File: src/meas_ctrl_pkg.sv
package meas_ctrl_pkg;
    localparam logic [7:0] CTRL_ONE_ADDR = 8'h10;
    localparam logic [7:0] CTRL_TWO_ADDR = 8'h11;
    localparam int AUTO_RST_BIT = 7;
    localparam int UNCORR_BIT = 5;
    localparam int ONESHOT_BIT = 4;
    localparam int RATE_LSB = 5;
    localparam int OVS_LSB = 3;
    localparam logic [7:0] CTRL_RESET = 8'h00;
    localparam logic [7:0] CTRL_TWO_WMASK = 8'hB0;
    // converter base rate and averaging base
    localparam int BASE_ADC_HZ = 1280;
    localparam int BASE_OVS = 16;
    localparam int CLK_HZ = 40_000_000;
    // sensor reset cycle length, arbitrary plain default
    localparam int SENSOR_RST_NS = 1000;
    localparam int SENSOR_RST_CYC = (SENSOR_RST_NS * (CLK_HZ / 1_000_000) + 999) / 1000;
    localparam int RESET_TICK_BITS = 16;

    typedef struct packed {
        logic signed [15:0] x;
        logic signed [15:0] y;
        logic signed [15:0] z;
    } axes_t;

    typedef struct packed {
        logic wr;
        logic [7:0] addr;
        logic [7:0] wdata;
    } reg_req_t;

    typedef enum logic [1:0] {
        ST_IDLE = 2'b00,
        ST_RESET = 2'b01,
        ST_ACQ = 2'b10
    } seq_state_t;
endpackage

File: src/magnetometer_measure_control.sv
`timescale 1ns/100ps
// Functional notes
// RULE1: control two: auto-reset bit7, uncorrected bit5, trigger bit4
// RULE2: rate code picks converter rate, top bit 80 Hz
// RULE3: oversample 16 to 128, output rate halves
// RULE4: auto-reset enabled runs reset before acquisition
// RULE5: auto-reset enable always reads zero
// RULE6: host should write auto-reset enable explicitly
// RULE7: uncorrected select bypasses user offset subtraction
// RULE8: factory calibration always applied to data
// RULE9: trigger write starts a sensor reset cycle
// RULE10: trigger reads one while cycle busy
// RULE11: trigger clears itself when cycle ends
// RULE12: uncorrected select resets to zero
// RULE13: trigger resets to zero
// RULE14: auto-reset enable resets to zero
// RULE15: host changes rate only in standby
// RULE16: offset subtraction is unclipped
// RULE17: unused control two bits read zero
module magnetometer_measure_control
    import meas_ctrl_pkg::*;
#(
    parameter int RST_CYCLES = SENSOR_RST_CYC,
    parameter int ADC_BASE_CYCLES = CLK_HZ / BASE_ADC_HZ // clock cycles per sample at code 000
)(
    input wire logic mclk, // 40 MHz clock
    input wire logic reset, // sync reset, active high
    input wire logic clk_en, // freezes state when low
    input wire reg_req_t req, // register access from host logic
    input wire logic req_valid, // request strobe
    output logic [7:0] rdata, // read data
    input wire logic active, // standby/active selection
    input wire axes_t raw_data, // converter sample
    input wire axes_t factory_cal, // factory offset, always subtracted
    input wire axes_t user_offset, // user offset, lsb forced zero
    output axes_t out_data, // corrected output word
    output logic out_valid, // one-cycle pulse with new output
    output logic sensor_reset_pulse, // high during a sensor reset cycle
    output logic adc_sample // one-cycle converter sample strobe
);
    logic [7:0] ctrl_one;
    logic auto_rst_en;
    logic uncorrected;
    logic oneshot_busy;
    logic [RESET_TICK_BITS-1:0] rst_count;
    seq_state_t state;
    logic [7:0] avg_count;
    logic [31:0] adc_period;
    logic adc_tick;
    logic wr_two;

    initial
    begin
        if (RST_CYCLES < 1 || RST_CYCLES >= (1 << RESET_TICK_BITS))
            $error("reset cycle count out of range");
        // the slowest code shifts the base period left by four
        if (ADC_BASE_CYCLES < 2 || ADC_BASE_CYCLES > (32'h7FFF_FFFF >> 4))
            $error("converter period out of range");
    end

    function automatic logic signed [15:0] corr(input logic signed [15:0] r,
        input logic signed [15:0] f, input logic signed [15:0] u, input logic skip);
        logic signed [15:0] uo;
        uo = {u[15:1], 1'b0};
        // wraps like the device: no saturation
        corr = r - f - (skip ? 16'sh0000 : uo); // RULE7 RULE8 RULE16
    endfunction

    // index of the last sample in an oversample block
    function automatic logic [7:0] block_last(input logic [1:0] os);
        block_last = 8'((BASE_OVS << os) - 1); // RULE3
    endfunction

    assign wr_two = req_valid && req.wr && req.addr == CTRL_TWO_ADDR;

    // rate fields written by the host in standby or active; keeping to standby is left to the host
    always_ff @(posedge mclk)
    begin
        if (reset)
            ctrl_one <= CTRL_RESET;
        else if (clk_en && req_valid && req.wr && req.addr == CTRL_ONE_ADDR)
            ctrl_one <= req.wdata; // RULE15
    end

    always_ff @(posedge mclk)
    begin
        if (reset)
        begin
            auto_rst_en <= 1'b0; // RULE14
            uncorrected <= 1'b0; // RULE12
        end
        else if (clk_en && wr_two)
        begin
            auto_rst_en <= req.wdata[AUTO_RST_BIT]; // RULE1
            uncorrected <= req.wdata[UNCORR_BIT]; // RULE1
        end
    end

    // converter period: base rate halves per code, codes 4..7 all 80 Hz
    always_comb
    begin
        logic [2:0] rate;
        rate = ctrl_one[RATE_LSB +: 3];
        adc_period = 32'(ADC_BASE_CYCLES) << (rate[2] ? 3'd4 : rate); // RULE2
    end

    sample_divider #(.WIDTH(32)) u_div (
        .mclk(mclk),
        .reset(reset),
        .clk_en(clk_en && active),
        .period(adc_period),
        .tick(adc_tick)
    );

    assign adc_sample = adc_tick && state == ST_ACQ;
    assign sensor_reset_pulse = state == ST_RESET;

    // acquisition sequencer; one-shot trigger and auto reset both win over acquisition start
    always_ff @(posedge mclk)
    begin
        if (reset)
        begin
            state <= ST_IDLE;
            oneshot_busy <= 1'b0; // RULE13
            rst_count <= '0;
            avg_count <= '0;
        end
        else if (clk_en)
        begin
            unique case (state)
                ST_IDLE:
                begin
                    if (oneshot_busy || (active && auto_rst_en)) // RULE4
                    begin
                        state <= ST_RESET;
                        rst_count <= RESET_TICK_BITS'(RST_CYCLES - 1);
                    end
                    else if (active)
                        state <= ST_ACQ;
                    avg_count <= '0;
                end
                ST_RESET:
                begin
                    if (rst_count == '0)
                    begin
                        oneshot_busy <= 1'b0; // RULE11
                        state <= active ? ST_ACQ : ST_IDLE;
                    end
                    else
                        rst_count <= rst_count - 1'b1;
                end
                ST_ACQ:
                begin
                    if (!active)
                        state <= ST_IDLE;
                    else if (adc_tick)
                    begin
                        // output once per oversample block
                        if (avg_count == block_last(ctrl_one[OVS_LSB +: 2])) // RULE3
                            state <= ST_IDLE;
                        avg_count <= avg_count + 1'b1;
                    end
                end
                default: state <= ST_IDLE;
            endcase
            // after the case so a trigger in the clearing cycle wins and reruns
            if (wr_two && req.wdata[ONESHOT_BIT])
                oneshot_busy <= 1'b1; // RULE9
        end
    end

    always_ff @(posedge mclk)
    begin
        if (reset)
        begin
            out_data <= '0;
            out_valid <= 1'b0;
        end
        else if (clk_en)
        begin
            out_valid <= 1'b0;
            if (state == ST_ACQ && adc_tick && active
                && avg_count == block_last(ctrl_one[OVS_LSB +: 2]))
            begin
                out_data.x <= corr(raw_data.x, factory_cal.x, user_offset.x, uncorrected);
                out_data.y <= corr(raw_data.y, factory_cal.y, user_offset.y, uncorrected);
                out_data.z <= corr(raw_data.z, factory_cal.z, user_offset.z, uncorrected);
                out_valid <= 1'b1;
            end
        end
    end

    always_ff @(posedge mclk)
    begin
        if (reset)
            rdata <= '0;
        else if (clk_en && req_valid && !req.wr)
        begin
            if (req.addr == CTRL_TWO_ADDR)
                rdata <= {1'b0, 1'b0, uncorrected, oneshot_busy, 4'h0}; // RULE5 RULE10 RULE17
            else if (req.addr == CTRL_ONE_ADDR)
                rdata <= ctrl_one;
            else
                rdata <= '0;
        end
    end

    a_busy_clears: assert property (@(posedge mclk) disable iff (reset) // RULE11
        clk_en && state == ST_RESET && rst_count == '0 && !(wr_two && req.wdata[ONESHOT_BIT])
        |=> !oneshot_busy || !clk_en)
        else $error("busy not cleared");
    a_trigger_sets: assert property (@(posedge mclk) disable iff (reset) // RULE9
        clk_en && wr_two && req.wdata[ONESHOT_BIT] |=> oneshot_busy)
        else $error("trigger ignored");
    a_auto_hidden: assert property (@(posedge mclk) disable iff (reset) // RULE5
        clk_en && req_valid && !req.wr && req.addr == CTRL_TWO_ADDR |=> !rdata[AUTO_RST_BIT])
        else $error("auto bit visible");
    a_unused_zero: assert property (@(posedge mclk) disable iff (reset) // RULE17
        clk_en && req_valid && !req.wr && req.addr == CTRL_TWO_ADDR |=> rdata[3:0] == 4'h0)
        else $error("unused bits nonzero");
    a_busy_reads: assert property (@(posedge mclk) disable iff (reset) // RULE10
        clk_en && req_valid && !req.wr && req.addr == CTRL_TWO_ADDR && oneshot_busy
        |=> rdata[ONESHOT_BIT])
        else $error("busy not visible");
    a_auto_before: assert property (@(posedge mclk) disable iff (reset) // RULE4
        clk_en && state == ST_IDLE && active && auto_rst_en |=> state == ST_RESET)
        else $error("auto reset skipped");
    a_no_auto: assert property (@(posedge mclk) disable iff (reset) // RULE4
        clk_en && state == ST_IDLE && !oneshot_busy && !auto_rst_en |=> state != ST_RESET)
        else $error("unexpected reset");
    a_raw_path: assert property (@(posedge mclk) disable iff (reset) // RULE7
        out_valid && $past(uncorrected) |-> out_data.x == $past(raw_data.x) - $past(factory_cal.x))
        else $error("raw path corrected");
    a_user_path: assert property (@(posedge mclk) disable iff (reset) // RULE7
        out_valid && !$past(uncorrected) |-> out_data.y == $past(raw_data.y)
            - $past(factory_cal.y) - {$past(user_offset.y[15:1]), 1'b0})
        else $error("user offset not applied");
    c_raw_out: cover property (@(posedge mclk) out_valid && uncorrected);
    c_oneshot: cover property (@(posedge mclk) wr_two && req.wdata[ONESHOT_BIT]);
    c_output: cover property (@(posedge mclk) out_valid);
    c_auto: cover property (@(posedge mclk) state == ST_RESET && auto_rst_en);
endmodule

File: src/sample_divider.sv
`timescale 1ns/100ps
// pulse generator: one tick every period cycles
module sample_divider
    import meas_ctrl_pkg::*;
#(
    parameter int WIDTH = 32
)(
    input wire logic mclk, // clock
    input wire logic reset, // sync reset
    input wire logic clk_en, // clock enable
    input wire logic [WIDTH-1:0] period, // cycles per tick
    output logic tick // one-cycle pulse
);
    logic [WIDTH-1:0] count;

    initial
    begin
        if (WIDTH < 8) $error("divider width too small");
    end

    always_ff @(posedge mclk)
    begin
        if (reset)
        begin
            count <= '0;
            tick <= 1'b0;
        end
        else if (clk_en)
        begin
            // reload one below the period so ticks come every period cycles;
            // a shrunk period restarts at once instead of wrapping
            if (count == '0 || count >= period)
            begin
                count <= period - 1'b1;
                tick <= 1'b1;
            end
            else
            begin
                count <= count - 1'b1;
                tick <= 1'b0;
            end
        end
    end
endmodule

File: config.mk
export PLATFORM = sky130hd
export DESIGN_NAME = magnetometer_measure_control
export DESIGN_NICKNAME = d
export VERILOG_FILES = /design/src/meas_ctrl_pkg.sv /design/src/magnetometer_measure_control.sv /design/src/sample_divider.sv
export SDC_FILE = /design/constraint.sdc
export NUM_CORES = 1
export LEC_CHECK = 0
export ABC_AREA = 1
export BUFFER_PORTS_ARGS = -buffer_cell sky130_fd_sc_hd__buf_2
export CORE_AREA = 10 10 182 184
export CTS_BUF_LIST = sky130_fd_sc_hd__clkbuf_16
export DETAILED_ROUTE_END_ITERATION = 16
export DIE_AREA = 0 0 192 194
export PLACE_DENSITY = 0.6
export SETUP_SLACK_MARGIN = 0.2
export SKIP_CTS_REPAIR_TIMING = 1
export SKIP_LAST_GASP = 1
export SLEW_MARGIN = 20
export SYNTH_ARGS = -nofsm -noshare
export SYNTH_HDL_FRONTEND = slang
export SYNTH_SLANG_ARGS = --single-unit
File: constraint.sdc
create_clock -name mclk -period 3.16 [get_ports mclk]
set_input_delay 0.632 -clock mclk [delete_from_list [all_inputs] [get_ports mclk]]
set_output_delay 0.632 -clock mclk [all_outputs]
set_load 0.01 [all_outputs]
==> summary.txt, run 1 <==
Routing
  • DR DRC count: 0
  • Drt via density: 4.81
  • Vias: 10.7k
  • Antenna-violating nets left: 0
  • Initial DRC Count: 456
  • Routed wire length: 34.4 mm
  • Drt first pass iters: 5
  • Routed len/inst: 15.5 um

Power and ir drop
  • Pwr/cell area: 442 mW/mm2
  • Internal power: 4.07 mW
  • Switching power: 2.34 mW
  • Pleak: 7.18 nW
  • Seq pwr share: 0.265
  • VDD IR max: 404 uV
  • Clk network pwr share: 0.302
  • Switching Share: 0.366
  • PnR Total Power: 6.41 mW
  • Comb pwr share: 0.432

Run status
  • Status: complete, but fails checks
  • Failing checks: setup timing

Floorplan
  • Die H: 194 um
  • Row count: 63
  • Initial core utilization: 0.345
  • Core area: 0.0294 mm2
  • Die area: 0.0372 mm2
  • Chip width: 192 um
  • Boundary pin count: 225

Worst setup path
  • Crit path max-delay cell type: dfxtp_4
  • Cell mode on critical path: nor2_4
  • CP bufs+invs: 6
  • Startpoint types: flip-flop
  • Worst R2R Start: ctrl_one[7]
  • Largest fanout on the critical path: 5
  • CP required: 3520 ps
  • Kind of end point of the critical path: flip-flop
  • Reg-to-reg critical path endpoint: u_div.count[12]
  • Worst R2R Setup Slack: -230 ps
  • Crit-path leading delay family: simple AND/OR/NAND/NOR gates
  • Worst path max stage delay: 370 ps
  • CP arrival: 3750 ps
  • Crit path kind: reg -> reg
  • Worst R2R Path Depth: 26

STA
  • Slew Viols, Final: 0
  • RSZ-0062 raised after global routing: yes
  • Post-layout min period: 3390 ps
  • Maximum clock rate: 295 MHz
  • Setup slack after layout: -228 ps
  • Post-route clock period utilization: 1.07
  • Fin. Hold Viols: 0
  • Final Skew: 9.10 ps
  • Slew HR: 0.518
  • Final setup viols: 23
  • Worst-margin pin slew: 722 ps
  • Sum Neg Setup Slack: -2930 ps

Flow run
  • Max Cap Violations: 0

Layout
  • Area Growth Syn to Fin: 43.0%
  • Commonest non-fill, non-tap cells in the layout: 229 x nand2_1, 221 x buf_2, 209 x inv_1
  • Fillers: 2,851
  • Final cell count without fillers: 2,224
  • ANT cells: 0
  • Design area: 0.0145 mm2
  • Register Area: 0.00255 mm2
  • Post-layout nets: 2,113
  • Footprint of the multi-input gates: 0.00757 mm2
  • Commonest non-fill, non-tap cell in the layout: nand2_1
  • Layout cells sized above 1: 0.345

Global routing
  • Antenna violations before repair: 1
  • Total GRT Usage: 0.169
  • Largest net degree at the start of global routing: 49
  • GRT overflow: 0
  • First-pass GRT wire length: 51.2 mm
  • Number of global-route vias before repair: 10.5k

Min path
  • Hold depth: 2
  • Hold endpoint: u_div.count[31]
  • Worst min-delay path category: reg -> reg
  • HP Start: u_div.count[31]

Clock network
  • CTS tree: done
  • CTS Sinks: 127
  • Clock input transition at the sequential cells of the worst setup and hold paths: 60 ps
  • Clk root buf: clkbuf_16
  • H-tree levels: 4
  • Clk_lat worst skew: 420 ps
  • CTS Buf Count: 17
  • CTS Buffer Depth: 2

Synth
  • Ys flop type: dfxtp_1
  • Ys Warns: 0
  • EDFF count, synth: 0
  • Synthesized cell area: 0.0102 mm2
  • Syn avg cell area: 6.94 um2
  • Yosys reg bits: 127
  • Synthesized instance count: 1,462
  • Async SR Flop Fraction: 0
  • Register area share after synthesis: 0.250
  • Distinct cell type count after synthesis: 46

Placed design
  • Routability cong.: 0.897
  • Pre-CTS setup slack: -342 ps
  • Placed instance area: 0.0126 mm2
  • Dpl hpwl: 26.1 mm
  • Port Buf Inserts: 221
  • Placed insts: 2,153
==> layout make-up <==
class | count | area share
Multi-Input combinational cell | 1062 | 0.521
Tap cell | 390 | 0.0336
Clock buffer | 17 | 0.0293
Clock inverter | 13 | 0.00983
Inverter | 237 | 0.0625
Sequential cell | 127 | 0.176
Timing Repair Buffer | 378 | 0.168
==> per-stage QoR <==
| stage | utilization | hold WS, ps |
|---|---|---|
| detailed placement | 0.428 | 430 |
| floorplan | - | 419 |
| CTS | 0.448 | 440 |
| finish | 0.494 | 439 |
| global route | 0.494 | 462 |
| global placement | 0.428 | 431 |
==> logic make-up (layout without fill, tap and decap cells) <==
kind of cell	count (synthesis)	after routing	synth area share
AO/OA/AOI/OAI	332	332	0.178
XOR/XNOR	55	55	0.0474
adder cells (fa/ha/maj)	124	124	0.184
buffers and inverters	274	645	0.103
flip-flops	127	127	0.250
other	1	2	0.000369
AND/OR/NAND/NOR	549	549	0.237
==> tightest hold or removal path, delay by kind of cell (launching register included) <==
kind / cells / cell delay [ps]
DFF: 1 / 310
and+or+nand+nor: 2 / 90
==> registers in the layout, summed over array words and instances, names as in the netlist <==
name and count:
auto_rst_en 1, avg_count 8, ctrl_one 8, oneshot_busy 1, out_data 48, out_valid 1
rdata 8, rst_count 16, state 2, u_div.count 32, u_div.tick 1, uncorrected 1
==> power by group through the flow <==
stage	logic [mW]	clock network, mW	registers (mW)
final	2.77	1.94	1.70
after global routing	3.07	2.05	1.71
after CTS	2.24	1.98	1.70
after detailed placement	2.23	0	1.73
after global placement	2.21	0	1.73
after floorplan	1.46	0	1.72
==> synth_stat cells, drive strengths merged (28+ instances only) <==
library cell | instances | share of area
nand2 | 285 | 0.11
inv | 234 | 0.087
nor2 | 153 | 0.065
a21oi | 142 | 0.070
o21ai | 132 | 0.067
dfxtp | 127 | 0.25
ha | 82 | 0.10
nand3 | 60 | 0.032
fa | 42 | 0.083
clkbuf | 32 | 0.012
xor2 | 31 | 0.027
nor3 | 28 | 0.017
==> layer usage <==
layer  GRT usage  routed length, um  vias to the layer above
li1            -                  -                     5457
met1       0.200              14600                     4958
met2       0.293              17500                      256
met3      0.0482               1970                       35
met4      0.0378                438                        2
met5           0                  7                        -
==> how the worst max path moves through the flow <==
stage                     start              end  cells past startpoint
floorplan           ctrl_one[7]  u_div.count[18]                     26
global placement    ctrl_one[7]  u_div.count[20]                     25
detailed placement  ctrl_one[7]  u_div.count[12]                     24
CTS                 ctrl_one[7]  u_div.count[12]                     26
global route        ctrl_one[7]  u_div.count[12]                     26
finish              ctrl_one[7]  u_div.count[12]                     26
Note: power is estimated with default switching activity, not from simulation.
==> run 2, diff against run 1 <==
CORE_AREA = 10 10 153 155   (was 10 10 182 184)
DIE_AREA = 0 0 163 165   (was 0 0 192 194)
PLACE_DENSITY = 0.8   (was 0.6)
==> run 2 against run 1 <==
Net effect:
- the flow still finishes with violations (setup timing)
- clock power about the same
- sequential share of layout area increased by 0.23 points
- power decreased by 0.11%
- cell area decreased by 1.4%
- die area decreased by 28%
- clock skew increased by 2.5 ps
- non-clock buffer count increased by 2
- critical endpoint is now u_div.count[16]
==> summary.txt, run 2 (synthesized netlist as in run 1, its figures left out) <==
STA
  • Slew HR: 0.525 (+0.00701)
  • Fin. Hold Viols: 0 (unchanged)
  • Setup slack after layout: -216 ps (+11.7 ps)
  • Final Skew: 11.6 ps (+2.46 ps)
  • Post-layout min period: 3380 ps (-11.7 ps)
  • RSZ-0062 raised after global routing: yes
  • Final setup viols: 23 (unchanged)
  • Post-route clock period utilization: 1.07 (-0.00369)
  • Slew Viols, Final: 0 (unchanged)
  • Worst-margin pin slew: 709 ps (-12.3 ps)
  • Maximum clock rate: 296 MHz (+0.35%)

Power and ir drop
  • PnR Total Power: 6.40 mW (-0.11%)
  • VDD IR max: 295 uV (-27%)
  • Pwr/cell area: 447 mW/mm2 (+1.3%)
  • Pleak: 7.21 nW (+0.36%)

Worst setup path
  • CP required: 3480 ps (-40 ps)
  • Worst R2R Start: ctrl_one[6]
  • Largest fanout on the critical path: 6 (+1)
  • Startpoint types: flip-flop
  • Number of cells on the critical path: 26 (unchanged)
  • CP bufs+invs: 6 (unchanged)
  • Kind of end point of the critical path: flip-flop
  • Crit path max-delay cell type: dfxtp_2
  • Reg-to-reg critical path endpoint: u_div.count[16]
  • CP arrival: 3700 ps (-50 ps)
  • Worst R2R Path Depth: 26 (unchanged)
  • Crit-path leading delay family: simple AND/OR/NAND/NOR gates
  • Worst path max stage delay: 340 ps (-30 ps)
  • Worst R2R Setup Slack: -220 ps (about the same)
  • Crit path kind: reg -> reg

Run status
  • Status: complete, but fails checks
  • Failing checks: setup timing

Min path
  • Hold depth: 2 (unchanged)
  • HP Start: u_div.count[27]
  • Hold endpoint: u_div.count[27]
  • Worst min-delay path category: reg -> reg

Layout
  • Largest registers: out_data: 48 flops, u_div.count: 32 flops, rst_count: 16 flops
  • Commonest non-fill, non-tap cells in the layout: 234 x nand2_1, 221 x buf_2, 210 x inv_1
  • Layout cells sized above 1: 0.336 (-0.00891)
  • Post-layout nets: 2,115 (+0.095%)
  • Design area: 0.0143 mm2 (-1.4%)
  • Largest register FFs: 48 (unchanged)
  • Biggest register: out_data
  • Area Growth Syn to Fin: 41.1%
  • Register Area: 0.00255 mm2 (about the same)
  • Commonest non-fill, non-tap cell in the layout: nand2_1
  • Fillers: 1,528 (-46%)
  • Footprint of the multi-input gates: 0.00749 mm2 (-1.1%)

Routing
  • Routed len/inst: 16.6 um (+7.2%)
  • Antenna-violating nets left: 0 (unchanged)
  • Initial DRC Count: 842 (+85%)
  • Routed wire length: 35.0 mm (+1.7%)
  • DR DRC count: 0 (unchanged)
  • Vias: 11.4k (+6.1%)
  • Drt first pass iters: 5 (unchanged)
  • Drt via density: 5.39 (+12%)

Placed design
  • Routability cong.: 0.938 (+4.6%)
  • Placed instance area: 0.0124 mm2 (-1.3%)
  • Dpl hpwl: 25.5 mm (-2.5%)
  • Port Buf Inserts: 221 (unchanged)

Flow run
  • Max Cap Violations: 0 (unchanged)

Clock network
  • CTS Sinks: 127 (unchanged)
  • CTS Buffer Depth: 2 (unchanged)
  • Clk root buf: clkbuf_16
  • Clock input transition at the sequential cells of the worst setup and hold paths: 60 ps (about the same)
  • H-tree levels: 4 (unchanged)
  • CTS Buf Count: 17 (unchanged)
  • CTS tree: done
  • Clk_lat worst skew: 430 ps (about the same)

Floorplan
  • Die area: 0.0269 mm2 (-28%)
  • Boundary pin count: 225 (unchanged)
  • Row count: 52 (-17%)
  • Chip width: 163 um (-15%)
  • Die H: 165 um (-15%)
  • Initial core utilization: 0.503 (+0.158)
  • Core area: 0.0202 mm2 (-31%)

Global routing
  • First-pass GRT wire length: 50.8 mm (-0.82%)
  • Number of global-route vias before repair: 11.0k (+4.5%)
  • Total GRT Usage: 0.231 (+0.0621)
  • Largest net degree at the start of global routing: 43 (-12%)
  • GRT overflow: 0 (unchanged)
  • Antenna violations before repair: 2 (+1)
-- run 2: final cells by class --
type / instances / share of cell area
antenna: 1 / 0.000175
clock buffer: 17 / 0.0297
clock inverter: 15 / 0.0102
inverter: 237 / 0.0630
multi-input combinational: 1062 / 0.523
sequential: 127 / 0.178
tap: 270 / 0.0236
timing repair buffer: 380 / 0.172
-- run 2: how the worst max path moves through the flow --
stage / from / to / slack, ps
6_report: ctrl_one[6] / u_div.count[16] / -220
5_1_grt: ctrl_one[7] / u_div.count[16] / -390
4_1_cts: ctrl_one[7] / u_div.count[20] / -360
3_5_place_dp: ctrl_one[7] / u_div.count[20] / -360
3_3_place_gp: ctrl_one[7] / u_div.count[20] / -290
2_1_floorplan: ctrl_one[7] / u_div.count[18] / 20
-- run 2: metrics by stage --
step	setup TNS [ps]	hold WS (ps)	util	cells	setup WS [ps]
6_report	-2880	440	0.710	2109	-216
5_1_grt	-7510	459	0.710	2108	-395
4_1_cts	-5550	440	0.645	2067	-365
3_5_place_dp	-5020	430	0.617	2035	-356
3_3_place_gp	-3070	428	0.617	2035	-294
2_1_floorplan	0	419	-	1463	17.9
-- run 2: worst reg2reg max path, cell delays in order (launching register included) --
cell     delay [ps]
dfxtp_2         340
inv_1            70
nor2_4          180
inv_2           110
ha_4            190
nor2_4           90
inv_1            60
nand2_2         100
ha_4            220
nand2_1          70
nand2_1          70
nand3_2          80
nand2_2          70
nor2_4          130
nand3_4         100
nand2_4         130
nand2_8          80
buf_6           120
buf_6           110
o21ai_4         200
nand3_2         150
nor2_4          230
nand3_2         110
nand2_2          80
nand3_2          60
nand2_1          80
inv_1            40
-- run 2: where the power goes --
part	switching [mW]	leakage, nW	internal, mW
Sequential	0.0579	1.03	1.65
Combinational	1.51	5.91	1.24
Clock	0.794	0.266	1.15
Total	2.36	7.21	4.05
-- run 2: metal layers --
| layer | share of wire | GRT usage | up-vias |
|---|---|---|---|
| li1 | - | - | 5466 |
| met1 | 0.37 | 0.253 | 5296 |
| met2 | 0.51 | 0.418 | 492 |
| met3 | 0.075 | 0.0578 | 104 |
| met4 | 0.039 | 0.0947 | 2 |
| met5 | 0.00051 | 0 | - |
